--- config.mk ---
export PLATFORM = sky130hd
export DESIGN_NAME = epv_core
export DESIGN_NICKNAME = d
export VERILOG_FILES = /design/src/core/epv_core.v /design/src/core/epv_int_arb.v
export VERILOG_INCLUDE_DIRS = /design/src /design/src/core
export SDC_FILE = /design/constraint.sdc
export NUM_CORES = 1
export LEC_CHECK = 0
export ABC_AREA = 0
export BUFFER_PORTS_ARGS = -buffer_cell sky130_fd_sc_hd__buf_2
export CAP_MARGIN = 20
export CORE_UTILIZATION = 50
export CTS_CLUSTER_DIAMETER = 150
export CTS_CLUSTER_SIZE = 12
export DETAILED_ROUTE_END_ITERATION = 6
export PLACE_DENSITY_LB_ADDON = 0.15
export SLEW_MARGIN = 20
export SYNTH_ARGS = -nofsm -noshare
export SYNTH_HDL_FRONTEND = slang
export SYNTH_SLANG_ARGS = --single-unit
--- constraint.sdc ---
create_clock -name clk_sys_i -period 3.2 [get_ports clk_sys_i]
set_input_delay 0.8 -clock clk_sys_i [delete_from_list [all_inputs] [get_ports clk_sys_i]]
set_output_delay 0.8 -clock clk_sys_i [all_outputs]
set_load 0.03 [all_outputs]
--- src/core/epv_regs.vh ---
`ifndef EPV_REGS_VH
`define EPV_REGS_VH

// ----------------------------------------------------------------------
// exception classes, highest priority first
// ----------------------------------------------------------------------
`define EPV_CLASS_RESET 2'h0
`define EPV_CLASS_INT 2'h1
`define EPV_CLASS_DIRECT 2'h2
`define EPV_CLASS_TRAP 2'h3

// ----------------------------------------------------------------------
// vector numbers
// ----------------------------------------------------------------------
`define EPV_VEC_RESET 7'h00
`define EPV_VEC_RSV1_LO 7'h01
`define EPV_VEC_RSV1_HI 7'h05
`define EPV_VEC_DIRECT 7'h06
`define EPV_VEC_NMI 7'h07
`define EPV_VEC_TRAP_BASE 7'h08
`define EPV_VEC_CLKSW 7'h0C
`define EPV_VEC_RSV2_LO 7'h0D
`define EPV_VEC_RSV2_HI 7'h0F
`define EPV_VEC_IRQ_LO_BASE 7'h10
`define EPV_VEC_PER1_LO 7'h18
`define EPV_VEC_PER1_HI 7'h1D
`define EPV_VEC_KEY_LO 7'h1E
`define EPV_VEC_KEY_HI 7'h1F
`define EPV_VEC_RSV3 7'h20
`define EPV_VEC_WAKE 7'h21
`define EPV_VEC_PER2_LO 7'h22
`define EPV_VEC_PER2_HI 7'h37
`define EPV_VEC_IRQ_HI_BASE 7'h38
`define EPV_VEC_PER3_LO 7'h40
`define EPV_VEC_PER3_HI 7'h72

// ----------------------------------------------------------------------
// vector slot forming
// ----------------------------------------------------------------------
`define EPV_SLOT_SHIFT_NORMAL 2'h1
`define EPV_SLOT_SHIFT_ADV 2'h2

`endif

--- src/core/epv_core.v ---
`timescale 1ns/1ps
`include "epv_regs.vh"

// Function
// - rank reset, interrupt, direct transition, trap
// - reset starts on pin rise or watchdog
// - interrupts taken only at boundaries or at the end of a sequence
// - no sampling after control writes or reset
// - sleep direct transition starts its handling
// - trap always accepted while executing program
// - slot at vector times two or four
// - reset uses vector zero
// - reserved vector numbers never emitted
// - sleep direct transition uses vector six
// - nonmaskable interrupt uses vector seven
// - four traps use vectors eight to eleven
// - clock switchover transition uses vector twelve
// - request lines 0-7 use 16-23
// - request lines 8-15 use 56-63
// - key inputs share vectors 30 and 31
// - wake-up inputs share vector 33
// - peripheral vectors stay in three ranges
// - mode 2 advanced, mode 3 normal addressing
// - reset inits, sets mask, loads vector
// - push program counter and flags, then vector
// - trap field selects one of four vectors
// - all interrupts held off right after reset
module epv_core (
  // clock and reset
  input wire clk_sys_i,
  input wire reset_n_i,
  // pins
  input wire external_reset_input_n_i,
  input wire mode_advanced_i,
  // watchdog
  input wire wdt_overflow_i,
  // instruction sequencer
  input wire insn_boundary_i,
  input wire and_to_control_instruction_i,
  input wire or_to_control_instruction_i,
  input wire xor_to_control_instruction_i,
  input wire load_control_instruction_i,
  input wire sleep_direct_i,
  input wire sleep_clk_switch_i,
  input wire software_trap_instruction_i,
  input wire [1:0] trap_field_i,
  input wire condition_code_register_imask_i,
  input wire stack_push_done_i,
  input wire vec_read_done_i,
  // interrupt controller
  input wire nmi_req_i,
  input wire [15:0] maskable_external_request_lines_i,
  input wire [9:0] key_input_requests_i,
  input wire [7:0] wakeup_event_requests_i,
  input wire periph_req_i,
  input wire [6:0] periph_vec_i,
  // exception sequence
  output wire exc_busy_o,
  output wire exc_start_o,
  output wire [1:0] exc_class_o,
  output wire [6:0] vec_num_o,
  output wire [23:0] vec_addr_o,
  output wire cpu_init_o,
  output wire imask_set_o,
  output wire stack_push_req_o,
  output wire vec_read_req_o,
  output wire pc_load_o,
  output wire int_ack_o
);

  // ----------------------------------------------------------------------
  // states
  // ----------------------------------------------------------------------
  localparam ST_RST_HOLD = 3'h0;
  localparam ST_RUN = 3'h1;
  localparam ST_PUSH = 3'h2;
  localparam ST_VEC = 3'h3;
  localparam ST_EVAL = 3'h4;

  // ----------------------------------------------------------------------
  // helpers
  // ----------------------------------------------------------------------
  function vec_reserved;
    input [6:0] v;
    begin
      vec_reserved = ((v >= `EPV_VEC_RSV1_LO) && (v <= `EPV_VEC_RSV1_HI)) ||
                     ((v >= `EPV_VEC_RSV2_LO) && (v <= `EPV_VEC_RSV2_HI)) ||
                     (v == `EPV_VEC_RSV3) || (v > `EPV_VEC_PER3_HI);
    end
  endfunction

  function [23:0] slot_addr;
    input [6:0] v;
    input adv;
    begin
      if (adv)
        slot_addr = {17'h00000, v} << `EPV_SLOT_SHIFT_ADV;
      else
        slot_addr = {17'h00000, v} << `EPV_SLOT_SHIFT_NORMAL;
    end
  endfunction

  // ----------------------------------------------------------------------
  // pin synchronisers
  // ----------------------------------------------------------------------
  reg rst_pin_meta_reg;
  reg rst_pin_sync_reg;
  reg mode_meta_reg;
  reg mode_sync_reg;

  always @(posedge clk_sys_i or negedge reset_n_i)
  begin
    if (!reset_n_i)
    begin
      rst_pin_meta_reg <= 1'b0;
      rst_pin_sync_reg <= 1'b0;
      mode_meta_reg <= 1'b0;
      mode_sync_reg <= 1'b0;
    end
    else
    begin
      rst_pin_meta_reg <= external_reset_input_n_i;
      rst_pin_sync_reg <= rst_pin_meta_reg;
      mode_meta_reg <= mode_advanced_i;
      mode_sync_reg <= mode_meta_reg;
    end
  end

  // ----------------------------------------------------------------------
  // interrupt source ranking
  // ----------------------------------------------------------------------
  wire arb_valid;
  wire [6:0] arb_vec;

  epv_int_arb u_arb (
    .nmi_req_i(nmi_req_i),
    .maskable_external_request_lines_i(maskable_external_request_lines_i),
    .key_input_requests_i(key_input_requests_i),
    .wakeup_event_requests_i(wakeup_event_requests_i),
    .periph_req_i(periph_req_i),
    .periph_vec_i(periph_vec_i),
    .imask_i(condition_code_register_imask_i),
    .req_valid_o(arb_valid),
    .req_vec_o(arb_vec)
  );

  // ----------------------------------------------------------------------
  // registers
  // ----------------------------------------------------------------------
  reg [2:0] state_reg;
  reg [2:0] state_next;
  reg direct_pend_reg;
  reg direct_pend_next;
  reg direct_clksw_reg;
  reg direct_clksw_next;
  reg trap_pend_reg;
  reg trap_pend_next;
  reg [1:0] trap_sel_reg;
  reg [1:0] trap_sel_next;
  reg [1:0] class_reg;
  reg [1:0] class_next;
  reg [6:0] vec_reg;
  reg [6:0] vec_next;
  reg [23:0] addr_reg;
  reg [23:0] addr_next;
  reg busy_reg;
  reg busy_next;
  reg start_reg;
  reg start_next;
  reg init_reg;
  reg init_next;
  reg imask_set_reg;
  reg imask_set_next;
  reg push_req_reg;
  reg push_req_next;
  reg read_req_reg;
  reg read_req_next;
  reg pc_load_reg;
  reg pc_load_next;
  reg ack_reg;
  reg ack_next;

  // ----------------------------------------------------------------------
  // acceptance decision
  // ----------------------------------------------------------------------
  wire rst_event;
  wire ctl_write_insn;
  wire direct_live;
  wire trap_live;
  reg allow_int;
  reg take;
  reg [1:0] take_class;
  reg [6:0] take_vec;

  // the watchdog restarts the reset sequence even while the pin stays high
  assign rst_event = wdt_overflow_i | ~rst_pin_sync_reg;
  assign ctl_write_insn = and_to_control_instruction_i | or_to_control_instruction_i |
                          xor_to_control_instruction_i | load_control_instruction_i;
  // a sleep or trap pulse that ends its own instruction is handled at that same boundary unless a higher-ranked event is taken there
  assign direct_live = (state_reg == ST_RUN) & sleep_direct_i;
  assign trap_live = (state_reg == ST_RUN) & software_trap_instruction_i;

  always @*
  begin
    allow_int = 1'b0;
    if (state_reg == ST_RUN)
      allow_int = insn_boundary_i & ~ctl_write_insn;
    else if (state_reg == ST_EVAL)
      allow_int = 1'b1;
    take = 1'b0;
    take_class = `EPV_CLASS_INT;
    take_vec = `EPV_VEC_RESET;
    // order of tests is the priority; losers keep their pending state
    if (allow_int && arb_valid && !vec_reserved(arb_vec))
    begin
      take = 1'b1;
      take_class = `EPV_CLASS_INT;
      take_vec = arb_vec;
    end
    else if (direct_pend_reg || direct_live)
    begin
      take = 1'b1;
      take_class = `EPV_CLASS_DIRECT;
      if (direct_live)
        take_vec = sleep_clk_switch_i ? `EPV_VEC_CLKSW : `EPV_VEC_DIRECT;
      else
        take_vec = direct_clksw_reg ? `EPV_VEC_CLKSW : `EPV_VEC_DIRECT;
    end
    else if (trap_pend_reg || trap_live)
    begin
      take = 1'b1;
      take_class = `EPV_CLASS_TRAP;
      take_vec = `EPV_VEC_TRAP_BASE + {5'h00, (trap_live ? trap_field_i : trap_sel_reg)};
    end
    // decisions only happen at a boundary or at the end of a sequence
    if ((state_reg == ST_RUN) && !insn_boundary_i)
      take = 1'b0;
    if ((state_reg != ST_RUN) && (state_reg != ST_EVAL))
      take = 1'b0;
  end

  // ----------------------------------------------------------------------
  // next state
  // ----------------------------------------------------------------------
  always @*
  begin
    state_next = state_reg;
    direct_pend_next = direct_pend_reg;
    direct_clksw_next = direct_clksw_reg;
    trap_pend_next = trap_pend_reg;
    trap_sel_next = trap_sel_reg;
    class_next = class_reg;
    vec_next = vec_reg;
    addr_next = addr_reg;
    busy_next = busy_reg;
    start_next = 1'b0;
    init_next = init_reg;
    imask_set_next = 1'b0;
    push_req_next = push_req_reg;
    read_req_next = read_req_reg;
    pc_load_next = 1'b0;
    ack_next = 1'b0;

    // a taken pending event is cleared; a live pulse is latched whenever it is not taken (it loses, or no boundary)
    if (take && (take_class == `EPV_CLASS_DIRECT) && !direct_live)
      direct_pend_next = 1'b0;
    if (take && (take_class == `EPV_CLASS_TRAP) && !trap_live)
      trap_pend_next = 1'b0;
    if (direct_live && !(take && (take_class == `EPV_CLASS_DIRECT)))
    begin
      direct_pend_next = 1'b1;
      direct_clksw_next = sleep_clk_switch_i;
    end
    if (trap_live && !(take && (take_class == `EPV_CLASS_TRAP)))
    begin
      trap_pend_next = 1'b1;
      trap_sel_next = trap_field_i;
    end

    case (state_reg)
      ST_RST_HOLD:
      begin
        init_next = 1'b1;
        busy_next = 1'b1;
        if (rst_pin_sync_reg)
        begin
          state_next = ST_VEC;
          class_next = `EPV_CLASS_RESET;
          vec_next = `EPV_VEC_RESET;
          addr_next = slot_addr(`EPV_VEC_RESET, mode_sync_reg);
          init_next = 1'b0;
          imask_set_next = 1'b1;
          read_req_next = 1'b1;
          start_next = 1'b1;
        end
      end
      ST_RUN, ST_EVAL:
      begin
        if (take)
        begin
          state_next = ST_PUSH;
          class_next = take_class;
          vec_next = take_vec;
          addr_next = slot_addr(take_vec, mode_sync_reg);
          busy_next = 1'b1;
          start_next = 1'b1;
          push_req_next = 1'b1;
          ack_next = (take_class == `EPV_CLASS_INT);
        end
        else
        begin
          state_next = ST_RUN;
          busy_next = 1'b0;
        end
      end
      ST_PUSH:
      begin
        if (stack_push_done_i)
        begin
          state_next = ST_VEC;
          push_req_next = 1'b0;
          read_req_next = 1'b1;
        end
      end
      ST_VEC:
      begin
        if (vec_read_done_i)
        begin
          read_req_next = 1'b0;
          pc_load_next = 1'b1;
          // after reset the first instruction runs before any sampling
          if (class_reg == `EPV_CLASS_RESET)
          begin
            state_next = ST_RUN;
            busy_next = 1'b0;
          end
          else
            state_next = ST_EVAL;
        end
      end
      default:
      begin
        state_next = ST_RST_HOLD;
      end
    endcase

    // reset outranks everything and drops all pending work
    if (rst_event)
    begin
      state_next = ST_RST_HOLD;
      direct_pend_next = 1'b0;
      trap_pend_next = 1'b0;
      busy_next = 1'b1;
      init_next = 1'b1;
      start_next = 1'b0;
      imask_set_next = 1'b0;
      push_req_next = 1'b0;
      read_req_next = 1'b0;
      pc_load_next = 1'b0;
      ack_next = 1'b0;
    end
  end

  // ----------------------------------------------------------------------
  // state registers
  // ----------------------------------------------------------------------
  always @(posedge clk_sys_i or negedge reset_n_i)
  begin
    if (!reset_n_i)
    begin
      state_reg <= ST_RST_HOLD;
      direct_pend_reg <= 1'b0;
      direct_clksw_reg <= 1'b0;
      trap_pend_reg <= 1'b0;
      trap_sel_reg <= 2'h0;
      class_reg <= `EPV_CLASS_RESET;
      vec_reg <= `EPV_VEC_RESET;
      addr_reg <= 24'h000000;
      busy_reg <= 1'b1;
      start_reg <= 1'b0;
      init_reg <= 1'b1;
      imask_set_reg <= 1'b0;
      push_req_reg <= 1'b0;
      read_req_reg <= 1'b0;
      pc_load_reg <= 1'b0;
      ack_reg <= 1'b0;
    end
    else
    begin
      state_reg <= state_next;
      direct_pend_reg <= direct_pend_next;
      direct_clksw_reg <= direct_clksw_next;
      trap_pend_reg <= trap_pend_next;
      trap_sel_reg <= trap_sel_next;
      class_reg <= class_next;
      vec_reg <= vec_next;
      addr_reg <= addr_next;
      busy_reg <= busy_next;
      start_reg <= start_next;
      init_reg <= init_next;
      imask_set_reg <= imask_set_next;
      push_req_reg <= push_req_next;
      read_req_reg <= read_req_next;
      pc_load_reg <= pc_load_next;
      ack_reg <= ack_next;
    end
  end

  // ----------------------------------------------------------------------
  // outputs
  // ----------------------------------------------------------------------
  assign exc_busy_o = busy_reg;
  assign exc_start_o = start_reg;
  assign exc_class_o = class_reg;
  assign vec_num_o = vec_reg;
  assign vec_addr_o = addr_reg;
  assign cpu_init_o = init_reg;
  assign imask_set_o = imask_set_reg;
  assign stack_push_req_o = push_req_reg;
  assign vec_read_req_o = read_req_reg;
  assign pc_load_o = pc_load_reg;
  assign int_ack_o = ack_reg;

endmodule // epv_core

--- src/core/epv_int_arb.v ---
`timescale 1ns/1ps
`include "epv_regs.vh"

module epv_int_arb (
  // request lines from the interrupt controller
  input wire nmi_req_i,
  input wire [15:0] maskable_external_request_lines_i,
  input wire [9:0] key_input_requests_i,
  input wire [7:0] wakeup_event_requests_i,
  input wire periph_req_i,
  input wire [6:0] periph_vec_i,
  // mask
  input wire imask_i,
  // result
  output reg req_valid_o,
  output reg [6:0] req_vec_o
);

  // ----------------------------------------------------------------------
  // range checks
  // ----------------------------------------------------------------------
  function periph_vec_ok;
    input [6:0] v;
    begin
      periph_vec_ok = ((v >= `EPV_VEC_PER1_LO) && (v <= `EPV_VEC_PER1_HI)) ||
                      ((v >= `EPV_VEC_PER2_LO) && (v <= `EPV_VEC_PER2_HI)) ||
                      ((v >= `EPV_VEC_PER3_LO) && (v <= `EPV_VEC_PER3_HI));
    end
  endfunction

  // ----------------------------------------------------------------------
  // fixed ranking: lower entries are written last and win
  // ----------------------------------------------------------------------
  integer i;

  always @*
  begin
    req_valid_o = 1'b0;
    req_vec_o = `EPV_VEC_RESET;
    // a peripheral number outside its ranges is dropped, never vectored
    if (periph_req_i && periph_vec_ok(periph_vec_i))
    begin
      req_valid_o = 1'b1;
      req_vec_o = periph_vec_i;
    end
    for (i = 7; i >= 0; i = i - 1)
    begin
      if (maskable_external_request_lines_i[i + 8])
      begin
        req_valid_o = 1'b1;
        req_vec_o = `EPV_VEC_IRQ_HI_BASE + i[6:0];
      end
    end
    if (|wakeup_event_requests_i)
    begin
      req_valid_o = 1'b1;
      req_vec_o = `EPV_VEC_WAKE;
    end
    if (|key_input_requests_i[9:8])
    begin
      req_valid_o = 1'b1;
      req_vec_o = `EPV_VEC_KEY_HI;
    end
    if (|key_input_requests_i[7:0])
    begin
      req_valid_o = 1'b1;
      req_vec_o = `EPV_VEC_KEY_LO;
    end
    for (i = 7; i >= 0; i = i - 1)
    begin
      if (maskable_external_request_lines_i[i])
      begin
        req_valid_o = 1'b1;
        req_vec_o = `EPV_VEC_IRQ_LO_BASE + i[6:0];
      end
    end
    // the interrupt mask bit holds off everything but the nonmaskable line
    if (imask_i)
    begin
      req_valid_o = 1'b0;
      req_vec_o = `EPV_VEC_RESET;
    end
    if (nmi_req_i)
    begin
      req_valid_o = 1'b1;
      req_vec_o = `EPV_VEC_NMI;
    end
  end

endmodule // epv_int_arb

[Word level (Yosys, flattened, before mapping)]
Cells that the tools add are included.
Storage, ports and cells
  input port bits: 61
  word-level logic and storage cells: 217
  flip-flop bits (word level): 53
  bits in writable memories: 0
  output and inout port bits: 41
  bits in latches: 0
  memories kept: 0
  memory bits (read-only): 0
Operators by class
  reductions and logical operators: 47
  $add $sub $neg: 1
  magnitude comparators: 11
  bitwise gates (word level): 9
  multiply operators: 0
  div/mod/pow operators: 0
  shift operators: 0
  muxes and demuxes: 112
  eq/ne operators: 17
Operator list (number)
  two-way mux 7 bit: 26
  two-way mux 1 bit: 59
  two-way mux 24 bit: 2
  case mux 24 bit (2 select lines): 1
  inequality test 3 bit (second input constant): 6
  logical AND 1 bit: 16
  OR reduction 8 bit: 2
  two-way mux 3 bit: 5
  two-way mux 2 bit: 7
  case mux 7 bit (2 select lines): 1
  two-way mux 4 bit: 3
  case mux 3 bit (4 select lines): 1
  AND reduction 3 bit: 4
  two-way mux 9 bit: 1
  nonzero test 3 bit: 3
  nonzero test 4 bit: 2
  equality test 7 x 6 -> 1 bit (second input constant): 1
  greater-or-equal comparator 7 x 1 -> 1 bit (second input constant): 1
  greater-or-equal comparator 7 x 4 -> 1 bit (second input constant): 1
  greater-or-equal comparator 7 x 5 -> 1 bit (second input constant): 1
  greater-or-equal comparator 7 x 6 -> 1 bit (second input constant): 1
  greater-or-equal comparator 7 bit (second input constant): 1
  > comparator 7 bit (second input constant): 1
  less-or-equal comparator 7 x 3 -> 1 bit (second input constant): 1
  26 further kinds: 50

[Logic depth before layout (Yosys ltp)]
  word-level depth: 42
  mapped depth: 9
  gate-level depth less buffers: 7

[Hierarchy]
A second synthesis with hierarchy kept.
Second synthesis, totals
  cell total of the unflattened synthesis: 295
  area total of the unflattened synthesis: 2656.3 um^2
By module, submodules not included
  epv_core: cells each 210, times used 1, area an instance 2097.0 um^2, seq. area each 928.4 um^2
  epv_int_arb: cells each 85, times used 1, area an instance 559.3 um^2, seq. area each 0.0 um^2

[Worst setup path after synthesis]
Ideal clock, no wire load.
  kind: input to register
  start point: input maskable_external_request_lines_i[7]
  end point: register trap_sel_reg[0]
  data arrival time: 2708 ps
  setup time: 125 ps
  buffers on the path: 1
  stages on the path: 8
  data required time: 3075 ps
  slack: 367 ps
  cell sequence: or4_4 > nand4b_4 > nor4b_4 > a31o_1 > buf_6 > nand2_4 > o21a_1 > mux2_4
Between the ends
  cells in the longest elaborated chain, start to end: 23
  elaborated cells on any way between the ends: 42
  classes of those cells: 5 x order compare; 2 x eq/ne; 24 x mux; 11 x reduce/logical
RTL lines
  start, declared: line epv_core.v:52  | input wire [15:0] maskable_external_request_lines_i,
  two-way mux 7 bit (8 in series): line epv_int_arb.v:71  | if (maskable_external_request_lines_i[i])
  two-way mux 7 bit: line epv_int_arb.v:78  | if (imask_i)
  two-way mux 7 bit: line epv_int_arb.v:83  | if (nmi_req_i)
  greater-or-equal comparator 7 x 1 -> 1 bit (no source line), or another cell as far along
  logical AND 1 bit, on equally long branches: line epv_core.v:86, epv_core.v:87
  logical OR 1 bit (3 in series): line epv_core.v:86  | vec_reserved = ((v >= `EPV_VEC_RSV1_LO) && (v <= `EPV_VEC_RSV1_HI)) ||
  zero test 1 bit: line epv_core.v:214  | if (allow_int && arb_valid && !vec_reserved(arb_vec))
  logical AND 1 bit (*): line epv_core.v:214
  two-way mux 1 bit: line epv_core.v:214
  two-way mux 1 bit: line epv_core.v:236  | if ((state_reg == ST_RUN) && !insn_boundary_i)
  two-way mux 1 bit: line epv_core.v:238  | if ((state_reg != ST_RUN) && (state_reg != ST_EVAL))
  logical AND 1 bit (*): line epv_core.v:274  | if (trap_live && !(take && (take_class == `EPV_CLASS_TRAP)))
  zero test 1 bit (*): line epv_core.v:274
  logical AND 1 bit (*): line epv_core.v:274
  end signal, assigned: line epv_core.v:394  | trap_sel_reg <= trap_sel_next;
  end, declared: line epv_core.v:158  | reg [1:0] trap_sel_reg;
Mark *: on every way between the ends. The rest lies on a longest branch, timed or not.
A chain may end at the register's enable or synchronous reset.

[Final worst setup path]
  start point: input maskable_external_request_lines_i[7]
  end point: register addr_reg[4] (netlist: vec_addr_o[4])
Between the ends
  cells in the longest elaborated chain, start to end: 22
  elaborated cells on any way between the ends: 43
  classes of those cells: 5 x order compare; 2 x eq/ne; 27 x mux; 9 x reduce/logical
RTL lines
  two-way mux 7 bit (8 in series): line epv_int_arb.v:71
  two-way mux 7 bit: line epv_int_arb.v:78
  two-way mux 7 bit: line epv_int_arb.v:83
  greater-or-equal comparator 7 x 1 -> 1 bit (no source line), or another cell as far along
  logical AND 1 bit, on equally long branches: line epv_core.v:86, epv_core.v:87
  logical OR 1 bit (3 in series): line epv_core.v:86
  zero test 1 bit: line epv_core.v:214
  logical AND 1 bit: line epv_core.v:214
  two-way mux 1 bit: line epv_core.v:214
  two-way mux 1 bit: line epv_core.v:236
  two-way mux 1 bit: line epv_core.v:238
  inequality test 2 bit (no source line)
  AND reduction 3 bit (no source line)
  end signal, assigned: line epv_core.v:397  | addr_reg <= addr_next;
  end, declared: line epv_core.v:164  | reg [23:0] addr_reg;
Parallel ways exist; a longest one is shown, timed or not. The select of a mux whose other input is x is not followed.

==> results.ini <==
[run_status]
outcome = completed

[worst_setup_path]
worstSetupStartpointType = primary input
crit_chain = buf_2, or4_4, nand4b_4, nor4b_4, a31oi_2, a311oi_4, buf_4, a221o_1
crit_buf_inv = 2
path_class = in2reg
worst-path-max-fanout = 8
end_kind = flop
critical_path_required_ps = 3430
worstPathArrival_ps = 3080
cp_top_family = simple AND/OR/NAND/NOR gates
cpPeakStageDelay_ps = 540
slowest_stage = or4_4

[synthesis]
synth_compound_area_frac = 0.2313
postSynthAreaPerCell_um2 = 9.275
yosysTopAreaCell = dfrtp_1
yosys.area_share.adder = 0
ys_seq_elements = 37
yosysMostFrequentCell = dfrtp_1
synthTopCellsByArea = dfrtp_1, buf_4, nor2_1
ys_warn_count = 0
synth-simple-area-share = 0.2537
yosysSeqAreaShare = 0.3972
synth_xor_area_frac = 0
synth_edf_count = 0
syn_area_um2 = 2337
synthTopCellsByCount = dfrtp_1, nor2_1, nand2_1
async_reset_ff_frac = 1.000
synthMuxAreaShare = 0.03051
synth.distinct_cells = 61
netlist.area_leader.share = 0.3747
ys.flop_type = dfrtp_1
synth_top_family_by_area = simple AND/OR/NAND/NOR gates
syn_inst = 252

[placed_design]
hpwl_um = 4423
port_buffers = 85
dp_worst_setup_slack_ps = 57.80
place_area_um2 = 2785
gp_congestion = 0.8268
place_inst = 388

[clock_tree]
ctsResizeCount = 0
cts_tree = done
hold_buffers = 0
clkTransAtPathRegs_ps = 70
cts_buffers = 5
root_buffer = clkbuf_8
post_cts_buffers = 0
cts_sinks = 37
cts_max_path_buffers = 2
clock_latency_ps = 290
cts_max_level = 2

[sta]
fin_setup_tns_ps = 0
fin_worst_skew_ps = 10.29
fmax_ghz = 0.3513
hold_ws_ps = 350.1
period_minus_slack_ps = 2846
rsz0062_at_grt = no
setup_viol = 0
finalCritPeriodShare = 0.8895
worst_slew_pin_slew_ps = 795.3
max_slew_margin = 0.4698
slew_viol_final = 0
setup_ws_ps = 353.7
final-hold-violation-count = 0

[min_path]
hp-class = reg2reg

[global_routing]
grt_overflow = 0
grt_pass1_vias = 2031
antenna_found_initial = 0
grt.total_usage = 0.2361
grt_max_degree = 38
grt_pass1_wl_um = 9301

[die]
initial_core_util = 0.5295
core-area_um2 = 4414
die_y_um = 70.37
rows = 24
ios = 102
dieArea_um2 = 4952
die-width_um = 70.37

[pwr]
power_frac_seq = 0.478
p_int_mw = 0.7539
p_sw_frac = 0.2958
ir_drop_mv = 0.2551
pwr-share-clk = 0.314
power_frac_comb = 0.208
p_sw_mw = 0.3166
total_power_mw = 1.071
p_per_area_nw_per_um2 = 371.8
power_leakage_nw = 1.480

[cells_and_area]
diodes = 0
largest_reg_flops = 8
fin_area_um2 = 2879
final_util = 0.6522
area_growth_pct = 23.18
drive_gt1_frac = 0.3430
num-nets-final = 404
stdcell_count = 396

[detailed_routing]
routedWlPerCell_um = 14.04
ant_nets = 0
initialDrtViolationCount = 195
post-route-drc-count = 0
dr.pass1.iters = 4
viasPerCell = 5.558
vias = 2201
wirelength_um = 5561

[job]
cap_viol_max_count = 0

power groups by stage:
stage | sequential [mW] | clock (mW) | combinational (mW)
after floorplan | 0.532 | 0 | 0.131
after global placement | 0.519 | 0 | 0.219
after detailed placement | 0.520 | 0 | 0.223
after CTS | 0.512 | 0.340 | 0.223
after global routing | 0.515 | 0.362 | 0.244
final | 0.511 | 0.336 | 0.223
path summary, 6_finish.rpt:
check                                                          start  slack [ps]  cells past startpoint          endpoint
worst min-delay path                                rst_pin_meta_reg         350                      0  rst_pin_sync_reg
worst max-delay path            maskable_external_request_lines_i[7]         350                      8     vec_addr_o[4]
min in group asynchronous                                  reset_n_i         590                      1      vec_num_o[5]
worst max register to register                          state_reg[2]         670                      6     vec_addr_o[4]
worst min register to register                      rst_pin_meta_reg         350                      0  rst_pin_sync_reg
max in group asynchronous                                  reset_n_i        2100                      1      state_reg[0]
layer usage:
metal	share of wire	vias up	global-route usage
met2	0.46	66	0.3587
met1	0.48	1042	0.3373
met3	0.050	4	0.04906
met4	0.0079	0	0.07111
met5	0	-	0
li1	-	1089	-
kinds of logic (layout without fill, tap and decap cells):
| group | Yosys count | in the layout |
|---|---|---|
| flip-flops | 37 | 37 |
| AND/OR/NAND/NOR | 100 | 100 |
| AO/OA/AOI/OAI | 75 | 75 |
| buffers and inverters | 33 | 110 |
| multiplexers | 6 | 6 |
| other | 1 | 16 |
placed cells by master (no fill, tap or decap), drive strengths merged, types with 6 or more instances in the layout:
cell and count:
buf 95, dfrtp 35, nor2 22, nand2 18, conb 16, a21oi 15, o21ai 13, nor4 11
a21o 9, nor3 8, inv 7, nand2b 7, a31oi 7, clkbuf 7, and2 6
final cells by class:
cell class                      instances  area [um^2]
Tap cell                               52        65.06
Fill cell                             383         1535
Clock buffer                            7        86.33
Clock inverter                          1        7.507
Inverter                                7        26.28
Multi-Input combinational cell        197         1265
Timing Repair Buffer                   95        500.5
Sequential cell                        37        928.4
Note: power is estimated with default switching activity, not from simulation.
